$ cat src/pkg/pew_map.svh
`ifndef PEW_MAP_SVH
`define PEW_MAP_SVH
`define PEW_CLK_MHZ 50
`define PEW_WRITE_TIME_US 10000
`define PEW_BLC_MIN_NS 200
`define PEW_BLC_MAX_US 100
`define PEW_BLC_SLACK 2
`define PEW_REWRITE_GAP_US 10
`define PEW_STROBE_NS 100
`define PEW_READ_NS 250
`define PEW_PAGE_HI 15
`define PEW_PAGE_LO 7
`define PEW_DQ_TOGGLE 6
`endif

$ cat src/pkg/pew_pkg.sv
package pew_pkg;
   typedef struct packed {
      logic write;
      logic last;
      logic [15:0] addr;
      logic [7:0] data;
   } pew_req_t;
   typedef struct packed {
      logic cs_n;
      logic oe_n;
      logic we_n;
      logic [15:0] addr;
      logic [7:0] dout;
      logic dq_oe;
   } pew_pins_t;
endpackage : pew_pkg

$ cat src/verilog/pew_host.sv
// Operation
// - without polling, wait full 10 ms before dependent operation
// - keep address bits 7 to 15 equal across one page
// - successive page byte loads spaced 0.2 us to 100 us
// - wait at least 10 us after a write sequence before next strobe
// - output enable may pulse with select and strobe high between loads
// - output enable low with select low, strobe high polls status
// - each page byte load is a complete strobe-timed write cycle
// - each poll is a normal read cycle with read timing
// - never assume fixed start or end value of toggle bit
`include "pew_map.svh"
module pew_host
   import pew_pkg::*;
#(
   parameter int WRITE_TIME_US = `PEW_WRITE_TIME_US,
   parameter bit USE_POLL = 1'b1
) (
   // clocking
   input wire logic clock,
   input wire logic resetn,
   input wire logic clock_en,
   // user request
   input wire pew_pkg::pew_req_t req,
   input wire logic req_valid,
   output logic req_ready,
   output logic [7:0] rd_data,
   output logic rd_valid,
   output logic page_error,
   output logic busy,
   // device pins
   output pew_pkg::pew_pins_t pins,
   input wire logic [7:0] dq_in
);
   import pew_pkg::*;
   localparam int T_STROBE = (`PEW_STROBE_NS * `PEW_CLK_MHZ + 999) / 1000;
   localparam int T_READ = (`PEW_READ_NS * `PEW_CLK_MHZ + 999) / 1000;
   localparam int T_BLC_MIN = (`PEW_BLC_MIN_NS * `PEW_CLK_MHZ + 999) / 1000;
   localparam int T_BLC_MAX = `PEW_BLC_MAX_US * `PEW_CLK_MHZ;
   localparam int T_GAP = `PEW_REWRITE_GAP_US * `PEW_CLK_MHZ;
   localparam int T_WRITE = WRITE_TIME_US * `PEW_CLK_MHZ;
   localparam int TW = 20;
   if (T_WRITE >= (1 << TW) || T_WRITE < 1)
   begin : g_bad_write_time
      $error("pew_host: write time does not fit timer");
   end

   typedef enum logic [6:0] {
      S_IDLE = 7'h01,
      S_WSTB = 7'h02,
      S_LOAD = 7'h04,
      S_RSTB = 7'h08,
      S_POLL = 7'h10,
      S_WAIT = 7'h20,
      S_GAP = 7'h40
   } pew_state_t;

   pew_state_t state_q, state_d;
   logic [1:0] sync0_q [8];
   logic [7:0] dq_s;
   logic [7:0] prev_q;
   logic prev_v_q;
   logic in_page_q;
   logic [`PEW_PAGE_HI-`PEW_PAGE_LO:0] page_q;
   pew_pins_t pins_q;
   logic [7:0] rd_q;
   logic rdv_q, perr_q;
   logic tstart;
   logic [TW-1:0] tload;
   logic tdone;
   logic [TW-1:0] blc_q;

   // pin inputs come from an asynchronous part
   genvar g;
   generate
      for (g = 0; g < 8; g++)
      begin : g_sync
         always_ff @(posedge clock or negedge resetn)
         begin
            if (!resetn)
               sync0_q[g] <= 2'h0;
            else if (clock_en)
               sync0_q[g] <= {sync0_q[g][0], dq_in[g]};
         end
         assign dq_s[g] = sync0_q[g][1];
      end
   endgenerate

   pew_timer #(.WIDTH(TW)) u_timer (
      .clock(clock),
      .resetn(resetn),
      .ce(clock_en),
      .start(tstart),
      .load(tload),
      .done(tdone)
   );

   wire [`PEW_PAGE_HI-`PEW_PAGE_LO:0] req_page = req.addr[`PEW_PAGE_HI:`PEW_PAGE_LO];
   wire page_bad = in_page_q && req.write && (req_page != page_q);
   wire blc_ok = blc_q >= TW'(T_BLC_MIN);
   wire take = req_valid && req_ready;
   // toggle bit stable twice in a row means write finished; start value not assumed
   wire poll_done = prev_v_q && (prev_q[`PEW_DQ_TOGGLE] == dq_s[`PEW_DQ_TOGGLE]);
   // reads wait for the page to close, so output enable never pulses mid-page
   assign req_ready = ((state_q == S_IDLE) || (state_q == S_LOAD && blc_ok && req.write)) && !page_bad;

   always_comb
   begin
      state_d = state_q;
      tstart = 1'b0;
      tload = '0;
      case (state_q)
         S_IDLE:
            if (take)
            begin
               state_d = req.write ? S_WSTB : S_RSTB;
               tstart = 1'b1;
               tload = req.write ? TW'(T_STROBE) : TW'(T_READ);
            end
         S_WSTB:
            if (tdone)
               state_d = S_LOAD;
         S_LOAD:
            if (take)
            begin
               state_d = S_WSTB;
               tstart = 1'b1;
               tload = TW'(T_STROBE);
            end
            else if (blc_q >= TW'(T_BLC_MAX - T_STROBE - `PEW_BLC_SLACK))
            begin
               tstart = 1'b1;
               tload = USE_POLL ? TW'(T_READ) : TW'(T_WRITE);
               state_d = USE_POLL ? S_POLL : S_WAIT;
            end
         S_RSTB:
            if (tdone)
               state_d = S_IDLE;
         S_POLL:
            if (tdone)
            begin
               tstart = 1'b1;
               if (poll_done)
               begin
                  state_d = S_GAP;
                  tload = TW'(T_GAP);
               end
               else
                  tload = TW'(T_READ);
            end
         S_WAIT:
            if (tdone)
            begin
               state_d = S_GAP;
               tstart = 1'b1;
               tload = TW'(T_GAP);
            end
         S_GAP:
            if (tdone)
               state_d = S_IDLE;
         default:
            state_d = S_IDLE;
      endcase
   end

   always_ff @(posedge clock or negedge resetn)
   begin
      if (!resetn)
      begin
         state_q <= S_IDLE;
         blc_q <= '0;
         in_page_q <= 1'b0;
         page_q <= '0;
      end
      else if (clock_en)
      begin
         state_q <= state_d;
         blc_q <= (state_q == S_WSTB && tdone) ? '0 : blc_q + 1'b1;
         if (take && req.write)
            page_q <= req_page;
         in_page_q <= (state_d == S_WSTB) || (state_d == S_LOAD);
      end
   end

   // pins: select and strobe together bound each cycle, so the device
   // sees a full write or a plain read and never a mixed decode
   always_ff @(posedge clock or negedge resetn)
   begin
      if (!resetn)
      begin
         pins_q <= '{cs_n: 1'b1, oe_n: 1'b1, we_n: 1'b1, addr: 16'h0000, dout: 8'h00, dq_oe: 1'b0};
         rd_q <= 8'h00;
         rdv_q <= 1'b0;
         prev_q <= 8'h00;
         prev_v_q <= 1'b0;
         perr_q <= 1'b0;
      end
      else if (clock_en)
      begin
         rdv_q <= 1'b0;
         perr_q <= req_valid && page_bad;
         if (take)
         begin
            pins_q.addr <= req.addr;
            pins_q.dout <= req.data;
         end
         pins_q.cs_n <= !(state_d == S_WSTB || state_d == S_RSTB || state_d == S_POLL);
         pins_q.we_n <= !(state_d == S_WSTB);
         pins_q.oe_n <= !(state_d == S_RSTB || state_d == S_POLL);
         pins_q.dq_oe <= (state_d == S_WSTB);
         if (state_q == S_RSTB && tdone)
         begin
            rd_q <= dq_s;
            rdv_q <= 1'b1;
         end
         if (state_q == S_POLL && tdone)
         begin
            prev_q <= dq_s;
            prev_v_q <= !poll_done;
         end
         else if (state_q != S_POLL)
            prev_v_q <= 1'b0;
      end
   end

   // strobes drop between polls so each poll is its own read cycle
   assign pins = (state_q == S_POLL && tdone) ? '{cs_n: 1'b1, oe_n: 1'b1, we_n: 1'b1, addr: pins_q.addr,
                 dout: pins_q.dout, dq_oe: 1'b0} : pins_q;
   assign rd_data = rd_q;
   assign rd_valid = rdv_q;
   assign page_error = perr_q;
   assign busy = state_q != S_IDLE;
endmodule : pew_host

$ cat src/verilog/pew_timer.sv
`include "pew_map.svh"
module pew_timer #(
   parameter int WIDTH = 20
) (
   // clocking
   input wire logic clock,
   input wire logic resetn,
   input wire logic ce,
   // control
   input wire logic start,
   input wire logic [WIDTH-1:0] load,
   output logic done
);
   logic [WIDTH-1:0] cnt_q;
   always_ff @(posedge clock or negedge resetn)
   begin
      if (!resetn)
         cnt_q <= '0;
      else if (ce)
      begin
         if (start)
            cnt_q <= load;
         else if (cnt_q != '0)
            cnt_q <= cnt_q - 1'b1;
      end
   end
   // done must not look at start: callers restart the timer on done
   assign done = (cnt_q == '0);
endmodule : pew_timer

$ cat config.mk
export PLATFORM = sky130hd
export DESIGN_NAME = pew_host
export DESIGN_NICKNAME = d
export VERILOG_FILES = /design/src/pkg/pew_pkg.sv /design/src/verilog/pew_host.sv /design/src/verilog/pew_timer.sv
export VERILOG_INCLUDE_DIRS = /design/src /design/src/pkg
export SDC_FILE = /design/constraint.sdc
export NUM_CORES = 1
export LEC_CHECK = 0
export BUFFER_PORTS_ARGS = -buffer_cell sky130_fd_sc_hd__buf_2
export CAP_MARGIN = 20
export CORE_ASPECT_RATIO = 1.5
export CORE_MARGIN = 4
export CORE_UTILIZATION = 49
export DETAILED_ROUTE_END_ITERATION = 12
export GPL_ROUTABILITY_DRIVEN = 0
export PLACE_DENSITY = 0.69
export SETUP_SLACK_MARGIN = 0.4
export SLEW_MARGIN = 20
export SYNTH_ARGS = -nofsm -noshare
export SYNTH_HDL_FRONTEND = slang
export SYNTH_HIERARCHICAL = 1
export SYNTH_SLANG_ARGS = --single-unit
$ cat constraint.sdc
create_clock -name clock -period 4.7 [get_ports clock]
set_clock_uncertainty 0.2 [all_clocks]
set_input_delay 0.235 -clock clock [delete_from_list [all_inputs] [get_ports clock]]
set_output_delay 0.235 -clock clock [all_outputs]
set_load 0.005 [all_outputs]
# Word-level counts from Yosys, hierarchy flattened
# Cells that the tools add are included.
[totals]
regBits = 119
ramBits = 0
latchBits = 0
wordCells = 107
romBits = 0
mem_count = 0
[op_classes]
reduce_logical = 34
muxes = 30
eq_ne = 15
multipliers = 0
div_mod_pow = 0
n_shift = 0
addsub = 2
magnitude_cmp = 2
bitwise_logic = 0
[op_table]
columns = ["cell", "n"]
rows = [
  ["2-to-1 mux 20 bit", 3],
  ["2-to-1 mux 7 bit", 8],
  ["one-hot mux 7 bit (6 select lines)", 1],
  ["one-hot mux 9 bit (4 select lines)", 1],
  ["2-to-1 mux 28 bit", 1],
  ["2-to-1 mux 9 bit", 3],
  ["adder 20 x 1 -> 20 bit (second input constant)", 1],
  [">= comparator 20 x 13 -> 1 bit (second input constant)", 1],
  [">= comparator 20 x 4 -> 1 bit (second input constant)", 1],
  ["zero test 20 bit", 1],
  ["2-to-1 mux 4 bit", 5],
  ["nonzero test 20 bit", 1],
  ["subtractor 20 x 1 -> 20 bit (second input constant)", 1],
  ["equality test 7 x 2 -> 1 bit (second input constant)", 2],
  ["equality test 7 x 3 -> 1 bit (second input constant)", 2],
  ["equality test 7 x 4 -> 1 bit (second input constant)", 2],
  ["equality test 7 x 5 -> 1 bit (second input constant)", 2],
  ["logical AND 1 bit", 12],
  ["AND reduction 2 bit", 6],
  ["inequality test 9 bit", 1],
  ["equality test 7 x 1 -> 1 bit (second input constant)", 1],
  ["equality test 7 x 6 -> 1 bit (second input constant)", 1],
  ["equality test 7 bit (second input constant)", 1],
  ["2-to-1 mux 1 bit", 7],
  ["other kinds (8)", 18],
]

# Longest topological paths before layout
# Gate-level depths: netlist of the first run.
[depth]
word_depth = 12
depth_mapped = 15
ltp_nobuf = 13

# Cells and area by module
# The synthesis of the first run kept the hierarchy.
[modules_own_cells]
columns = ["module", "instances", "seq_area_each_um2", "area_per_inst_um2", "cells_per_inst"]
rows = [
  ["pew_host", 1, 2332.2, 4598.2, 404],
  ["pew_timer", 1, 500.5, 1431.4, 171],
]

# Worst setup path after synthesis of the first run
# OpenSTA, ideal clock, no wires.
[synth_timing]
path_type = "reg2reg"
startpoint = "reg u_timer.cnt_q[0]"
endpoint = "reg u_timer.cnt_q[3]"
period_less_slack_ps = 3811
arrival_ps = 3465
slack_ps = 889
t_required_ps = 4354
n_path_buf = 4
path_stages_with_launch = 15
path_cell_list = "dfrtp_1 -> inv_1 -> ha_1 -> or4b_2 -> or4_1 -> clkbuf_1 -> nor2_2 -> clkbuf_1 -> nand3_1 -> o21ai_0 -> clkbuf_1 -> clkbuf_1 -> o221ai_1 -> nand3_1 -> o311ai_0"
[synth_via]
elab_chain_len = 5
word_cells_on_any_way = 11
cone_classes = "1 x add/sub; 6 x mux; 4 x reduce/logical"
[synth_lines]
columns = ["element", "line", "text"]
rows = [
  ["start: declaration", "pew_timer.sv:14", "logic [WIDTH-1:0] cnt_q;"],
  ["start signal: assignment", "pew_timer.sv:22", "cnt_q <= load;"],
  ["start signal: assignment", "pew_timer.sv:24", "cnt_q <= cnt_q - 1'b1;"],
  ["zero test 20 bit *", "pew_timer.sv:28", "assign done = (cnt_q == '0);"],
  ["net tdone", "pew_host.sv:69", "logic tdone;"],
  ["2-to-1 mux 1 bit *", "pew_host.sv:139, pew_host.sv:151", ""],
  ["one-hot mux 1 bit (3 select lines) *", "pew_host.sv:111", "case (state_q)"],
  ["net tstart", "pew_host.sv:67", "logic tstart;"],
  ["nonzero test 2 bit (no line)", "n/a", ""],
  ["AND reduction 2 bit (no line)", "n/a", ""],
]
# The timed path passes the listed nets; every way through them passes the cells marked *. The select of a mux whose other input is x is not followed.
# A chain may end at the register's enable or synchronous reset.

# Final worst setup path of the first run
[layout_timing]
startpoint = "reg blc_q[1]"
endpoint = "reg u_timer.cnt_q[5]"
[layout_via]
elab_chain_len = 10
word_cells_on_any_way = 14
cone_classes = "2 x order compare; 5 x mux; 7 x reduce/logical"
[layout_lines]
columns = ["element", "line", "text"]
rows = [
  ["start: declaration", "pew_host.sv:70", "logic [TW-1:0] blc_q;"],
  ["start signal: assignment", "pew_host.sv:177", "blc_q <= (state_q == S_WSTB && tdone) ? '0 : blc_q + 1'b1;"],
  [">= comparator 20 x 4 -> 1 bit", "pew_host.sv:99", "wire blc_ok = blc_q >= TW'(T_BLC_MIN);"],
  ["logical AND 1 bit (2 in series)", "pew_host.sv:104", "assign req_ready = ((state_q == S_IDLE) || (state_q == S_LOAD && blc_ok && req.write)) && !page_bad;"],
  ["logical OR 1 bit", "pew_host.sv:104", ""],
  ["logical AND 1 bit", "pew_host.sv:104", ""],
  ["logical AND 1 bit", "pew_host.sv:100", "wire take = req_valid && req_ready;"],
  ["2-to-1 mux 1 bit (on tied branches)", "pew_host.sv:123, pew_host.sv:113", ""],
  ["one-hot mux 1 bit (3 select lines) *", "pew_host.sv:111", ""],
  ["net tstart", "pew_host.sv:67", ""],
  ["nonzero test 2 bit (no line)", "n/a", ""],
  ["AND reduction 2 bit (no line)", "n/a", ""],
]
# The timed path passes the listed nets; every way through them passes the cells marked *.

==> results.ini, run 1 <==
[critical_path]
crit_family=simple AND/OR/NAND/NOR gates
worstPathArrival_ps=3780
cp-end-kind=register
r2r_slack_ps=1010
critPathBufInv=2
setup.worst_path.start_class=register
critPathRequiredTime_ps=4790
critPathMaxFanout=16
cpPeakStageDelay_ps=450
critPathKind=register to register
path_cells=inv_1, ha_1, nor4b_1, a21boi_0, o31ai_1, a21boi_0, nor2_1, o21ai_1, inv_1, nand2_1, or2_2, o311ai_0
cp_slowest_cell=dfrtp_1

[grt]
grt_first_pass_wirelength_um=22800
antenna_found_initial=0
grt_util_all_layers_pct=19.8
grt_pass1_vias=4761
grt_max_degree=62
overflow=0

[synthesis]
synthesis.area_mm2=0.00603
synth-edff-count=0
ys_types=73
ys_seq_area_share_pct=47.0
ys_seq_elements=113
async_flop_share_pct=100
avgSynthCellArea_um2=10.5
synth_cells=575
ys.flop_type=dfrtp_1
ys_warn_count=6

[sta]
slew_viol_final=0
fmax_mhz=271
fin_crit_sh_pct=78.5
hold_ws_ps=23.0
tns_ps=0
hold_viol_final=0
min_period_ps=3690
setup_viol=0
max_slew_margin_pct=50.5
tightest_slew_ps=737
rsz0062_at_grt=no

[finish]
antennaDiodeCount=0
layout-drive-gt1-share_pct=28.1
final_common_cell=dfrtp_1
syn2layout_area_growth_pct=21.0
fill_cells=1023
final_cell_mix=dfrtp_1 (109), buf_2 (75), mux2_2 (55), nor2_1 (47), nand2_1 (37)
finalNetCount=714

[pwr]
p_leak_nw=3.20
powerDensity_mw_per_mm2=484
peakVddDrop_mv=0.341
total_power_mw=3.53

[clock_tree]
cts_tree=done
clock_path_buffers=2
path_clk_slew_ps=50
cts_setup_buffers=0
htree_levels=4
cts_made_buffers=17
cts_sinks=113
cts_root_buf=clkbuf_16
clk_latency_ps=410

[routing]
drt-initial-drc-count=265
routed_wl_um=13500
drtPass1Iterations=5
vias=4671
wl_per_cell_um=16.1
via_per_inst=5.59
drc=0
drtAntennaViolNets=0

[floorplanning]
die_y_um=144
dieArea_mm2=0.0142
core_mm2=0.0120
rows=49
start_util_pct=50.2
io_pins=78
die_w_um=98.6

[placement]
dp_hpwl_um=9010
port_buffers=76

[run]
maxCapViolCount=0

[run_status]
status=complete, no violations

[worst_hold_path]
hp-class=input port to register

==> worst paths after layout <==
kind	startpoint	end	cells after the start
max in group asynchronous	resetn	u_timer/cnt_q[7]	3
worst min register to register	rd_valid	rd_valid	1
worst max-delay path	blc_q[1]	u_timer/cnt_q[5]	12
min in group asynchronous	resetn	pins_q[11]	2
worst max register to register	blc_q[1]	u_timer/cnt_q[5]	12
worst min-delay path	clock_en	state_q[0]	3
==> metrics by stage <==
step           instances  instance area, µm²  util (%)  setup WS, ps
2_1_floorplan        586                6070         -           889
3_3_place_gp         770                6370      53.0          1080
3_5_place_dp         770                6370      53.0          1030
4_1_cts              836                7290      60.7          1010
5_1_grt              836                7290      60.7           593
6_report             836                7290      60.7          1010
==> cell families (layout without fill, tap and decap cells) <==
group           Yosys count  after routing  share of synthesized area, %
simple gates            190            190                          17.0
mux                      61             61                          11.3
compound gates          109            109                          12.9
fa+ha+maj                 6              6                          1.25
other cells               1             12                        0.0622
xor+xnor                 29             29                          4.21
buf+inv                  66            163                          6.18
flops                   113            113                          47.0
==> area by class of cell <==
class | count | area (µm²) | share of cell area (%)
clock buffers | 19 | 453 | 6.21
inverters | 15 | 56.3 | 0.772
well taps | 153 | 191 | 2.62
flip-flops and latches | 113 | 2830 | 38.8
multi-input cells | 407 | 2870 | 39.3
repair buffers | 116 | 768 | 10.5
clock inverters | 13 | 128 | 1.75
==> synthesized netlist by cell type (4+ instances only) <==
master      n  area, µm²
dfrtp_1   109       2730
mux2_2     55        619
nor2_1     47        176
nand2_1    37        139
buf_4      24        180
o21ai_0    21        105
a21oi_1    18       90.1
clkbuf_1   18       67.6
nor3_1     17       85.1
nand3_1    15       75.1
xnor2_1    15        131
inv_1      14       52.6
xor2_1     14        123
nand4_1     8       50.1
nor4_1      8       50.1
or4_1       8       60.1
and3_1      7       43.8
nor2b_1     7       43.8
o211ai_1    7       52.6
a22o_1      6       52.6
ha_1        6       75.1
o22ai_1     6       37.5
a31oi_1     5       31.3
and2_1      5       31.3
nand2b_1    5       31.3
o311ai_0    5       43.8
o31ai_1     5       37.5
a21boi_0    4       30.0
a21o_1      4       30.0
a22oi_1     4       30.0
buf_2       4       20.0
buf_6       4       45.0
dfstp_2     4        105
or2_2       4       25.0
or3_1       4       25.0
==> tightest hold or removal path: stages <==
cell    delay, ps
buf_2         200
nor2_1        120
nor2_1         50
==> state kept, by name (all words and copies together) (netlist names) <==
name           count
prev_q             1
prev_v_q           1
in_page_q          1
dq_s               8
u_timer/cnt_q     20
page_q             9
pins_q            28
rd_valid           1
state_q            7
sync0_q            8
page_error         1
rd_data            8
blc_q             20
==> what timing repair did <==
item / CTS / global route
gates resized for setup: 0 / 0
hold endpoints to repair: 101 / 0
hold buffers: 34 / 0
==> layer usage <==
metal / track usage, % / part of all wire, %
met2: 34.6 / 52
met3: 4.37 / 4.0
met1: 23.4 / 42
met5: 0 / 0
met4: 8.27 / 2.0
==> report_power, final <==
part	internal, mW	switching, mW	total, mW	leakage, nW
sequential	1.24	0.215	1.46	1.40
combinational	0.436	0.400	0.836	1.53
clock	0.762	0.476	1.24	0.277
total	2.44	1.09	3.53	3.20
Power figures use the tool's default switching activity.
==> run 2: changes to the inputs <==
PLACE_DENSITY = 0.72   (was 0.69)
clock period = 3.25 ns   (was 4.7 ns; I/O delays follow)
==> run 2 against run 1 <==
Effect of this change:
- sequential power is 44% higher
- final cell count rose by 6.3%
- wire length rose by 15%
- sequential share of layout area is 3.8 points lower
- combinational power is 88% higher
- critical path depth decreased by 2
- utilization rose by 6.7 points
- global-route usage rose by 1.4 points
- die area unchanged
- first-iteration DRC count rose by 4.2%
- clock power increased by 44%
- critical path type is now register to output port
- largest cell class unchanged
==> results.ini, run 2 (synthesized netlist as in run 1, its figures left out) <==
[sta]
min_period_ps=3060
hold_viol_final=0
rsz0062_at_grt=yes
fin_crit_sh_pct=94.2
slew_viol_final=0
setup_viol=0
max_slew_margin_pct=50.0
fmax_mhz=327
tightest_slew_ps=751
timing.final.ws_setup_ps=188
hold_ws_ps=121

[run]
maxCapViolCount=0

[finish]
final_cells=889
multi_input_area_mm2=0.00318
final_common_cell=dfrtp_1
stdcell_area_mm2=0.00809
top_register=pins_q
fill_cells=865
antennaDiodeCount=0
reg_top3=pins_q (28), blc_q (20), u_timer/cnt_q (20)
regArea_mm2=0.00283
final_cell_mix=dfrtp_1 (109), buf_2 (74), mux2_2 (47), nor2_1 (44), buf_4 (44)
largest_reg_flops=28
finalNetCount=768
syn2layout_area_growth_pct=34.2
layout-drive-gt1-share_pct=38.7

[placement]
dp_slack_ps=-0.586
post_dp_cell_area_mm2=0.00656
port_buffers=76
dp_hpwl_um=9540
dp_cells=788

[critical_path]
critPathBufInv=4
critPathRequiredTime_ps=2890
path_cells=inv_2, ha_4, or4b_4, or4_4, nor2_4, buf_6, buf_6, nand2_8, and2_4, buf_6
critPathMaxFanout=6
critPathKind=register to output port
cp_common_cell=buf_6
setup.worst_path.start_class=register
crit_family=simple AND/OR/NAND/NOR gates
worstPathArrival_ps=2700
cpPeakStageDelay_ps=470
cp_slowest_cell=or4_4
cp-end-kind=output port

[floorplanning]
rows=49
core_mm2=0.0120
start_util_pct=50.2
die_w_um=98.6
dieArea_mm2=0.0142
die_y_um=144
io_pins=78

[routing]
via_per_inst=5.70
drt-initial-drc-count=276
drc=0
vias=5071
wl_per_cell_um=17.5
routed_wl_um=15500
drtAntennaViolNets=0
drtPass1Iterations=5

[pwr]
p_seq_share_pct=38.4
total_power_mw=5.46
switching_share_pct=30.8
powerDensity_mw_per_mm2=674
peakVddDrop_mv=0.404
p_sw_mw=1.68
combPwrFrac_pct=28.7
clockPowerShare_pct=32.9
intPower_mw=3.78
p_leak_nw=3.55

[grt]
overflow=0
antenna_found_initial=0
grt_max_degree=60
grt_pass1_vias=5136
grt_first_pass_wirelength_um=24200
grt_util_all_layers_pct=21.2

[run_status]
status=complete, no violations

[clock_tree]
path_clk_slew_ps=50
cts_made_buffers=17
cts_sinks=113
cts_root_buf=clkbuf_16
clk_latency_ps=400
clock_path_buffers=2
cts_tree=done
htree_levels=4

[worst_hold_path]
hp-class=input port to register

run 2: cell count changes in the layout (fill, tap and decap cells not counted), sizes merged:
| cell | change |
|---|---|
| inv | -3 |
| clkinv | -1 |
| buf | +53 |
| nand4 | +1 |
| clkbuf | +2 |
| bufinv | +1 |
run 2: final cells by class:
| cell class | instances | area share [%] |
|---|---|---|
| multi-input combinational | 408 | 39.3 |
| sequential | 113 | 35.0 |
| timing repair buffer | 169 | 15.6 |
| clock buffer | 21 | 5.69 |
| tap | 153 | 2.37 |
| clock inverter | 10 | 1.38 |
| inverter | 15 | 0.696 |
run 2: timing repair:
| action | CTS | global route |
|---|---|---|
| setup buffers | 20 | 13 |
| hold endpoints to repair | 99 | 0 |
| pin swaps | 23 | 23 |
| gates resized for setup | 53 | 36 |
| setup endpoints to repair | 61 | 64 |
| hold buffers | 34 | 0 |
| cloned | 2 | 1 |
run 2: power groups by stage:
stage                     Sequential [mW]  Clock [mW]  Combinational (mW)
after floorplan                      2.04           0                1.06
after global placement               2.07           0                1.23
after detailed placement             2.10           0                1.28
after CTS                            2.08        1.84                1.44
after global routing                 2.14        1.89                1.70
final                                2.10        1.79                1.57
run 2: per-layer routing:
metal | wire [µm] | track usage [%] | part of all wire (%)
met1 | 6010 | 23.5 | 39
met5 | 0 | 0 | 0
met2 | 8210 | 38.0 | 53
met3 | 762 | 4.32 | 4.9
met4 | 562 | 11.2 | 3.6
run 2: through the flow:
stage	TNS [ps]	utilization, %
finish	0	67.4
global route	0	67.4
CTS	0	65.3
detailed placement	-0.586	54.6
global placement	0	54.6
floorplan	0	-
run 2: worst paths after layout:
check / start / endpoint / slack, ps / depth (start not counted)
min in group asynchronous: resetn / pins_q[12] / 160 / 2
min: clock_en / prev_v_q / 120 / 3
max: u_timer/cnt_q[0] / pins[0] / 190 / 10
max in group asynchronous: resetn / pins_q[25] / 1890 / 3
min reg2reg: pins_q[8] / pins_q[8] / 290 / 1
max reg2reg: u_timer/cnt_q[0] / u_timer/cnt_q[18] / 190 / 11
run 2: worst register-to-register path, stage by stage (launching register included):
cell and delay, ps:
dfrtp_1 390, inv_2 90, ha_4 130, or4b_4 460, or4_4 470, nor2_4 180, nand3_2 130, o21ai_4 200
buf_6 160, a21oi_1 60, a32o_1 260, a22o_1 200
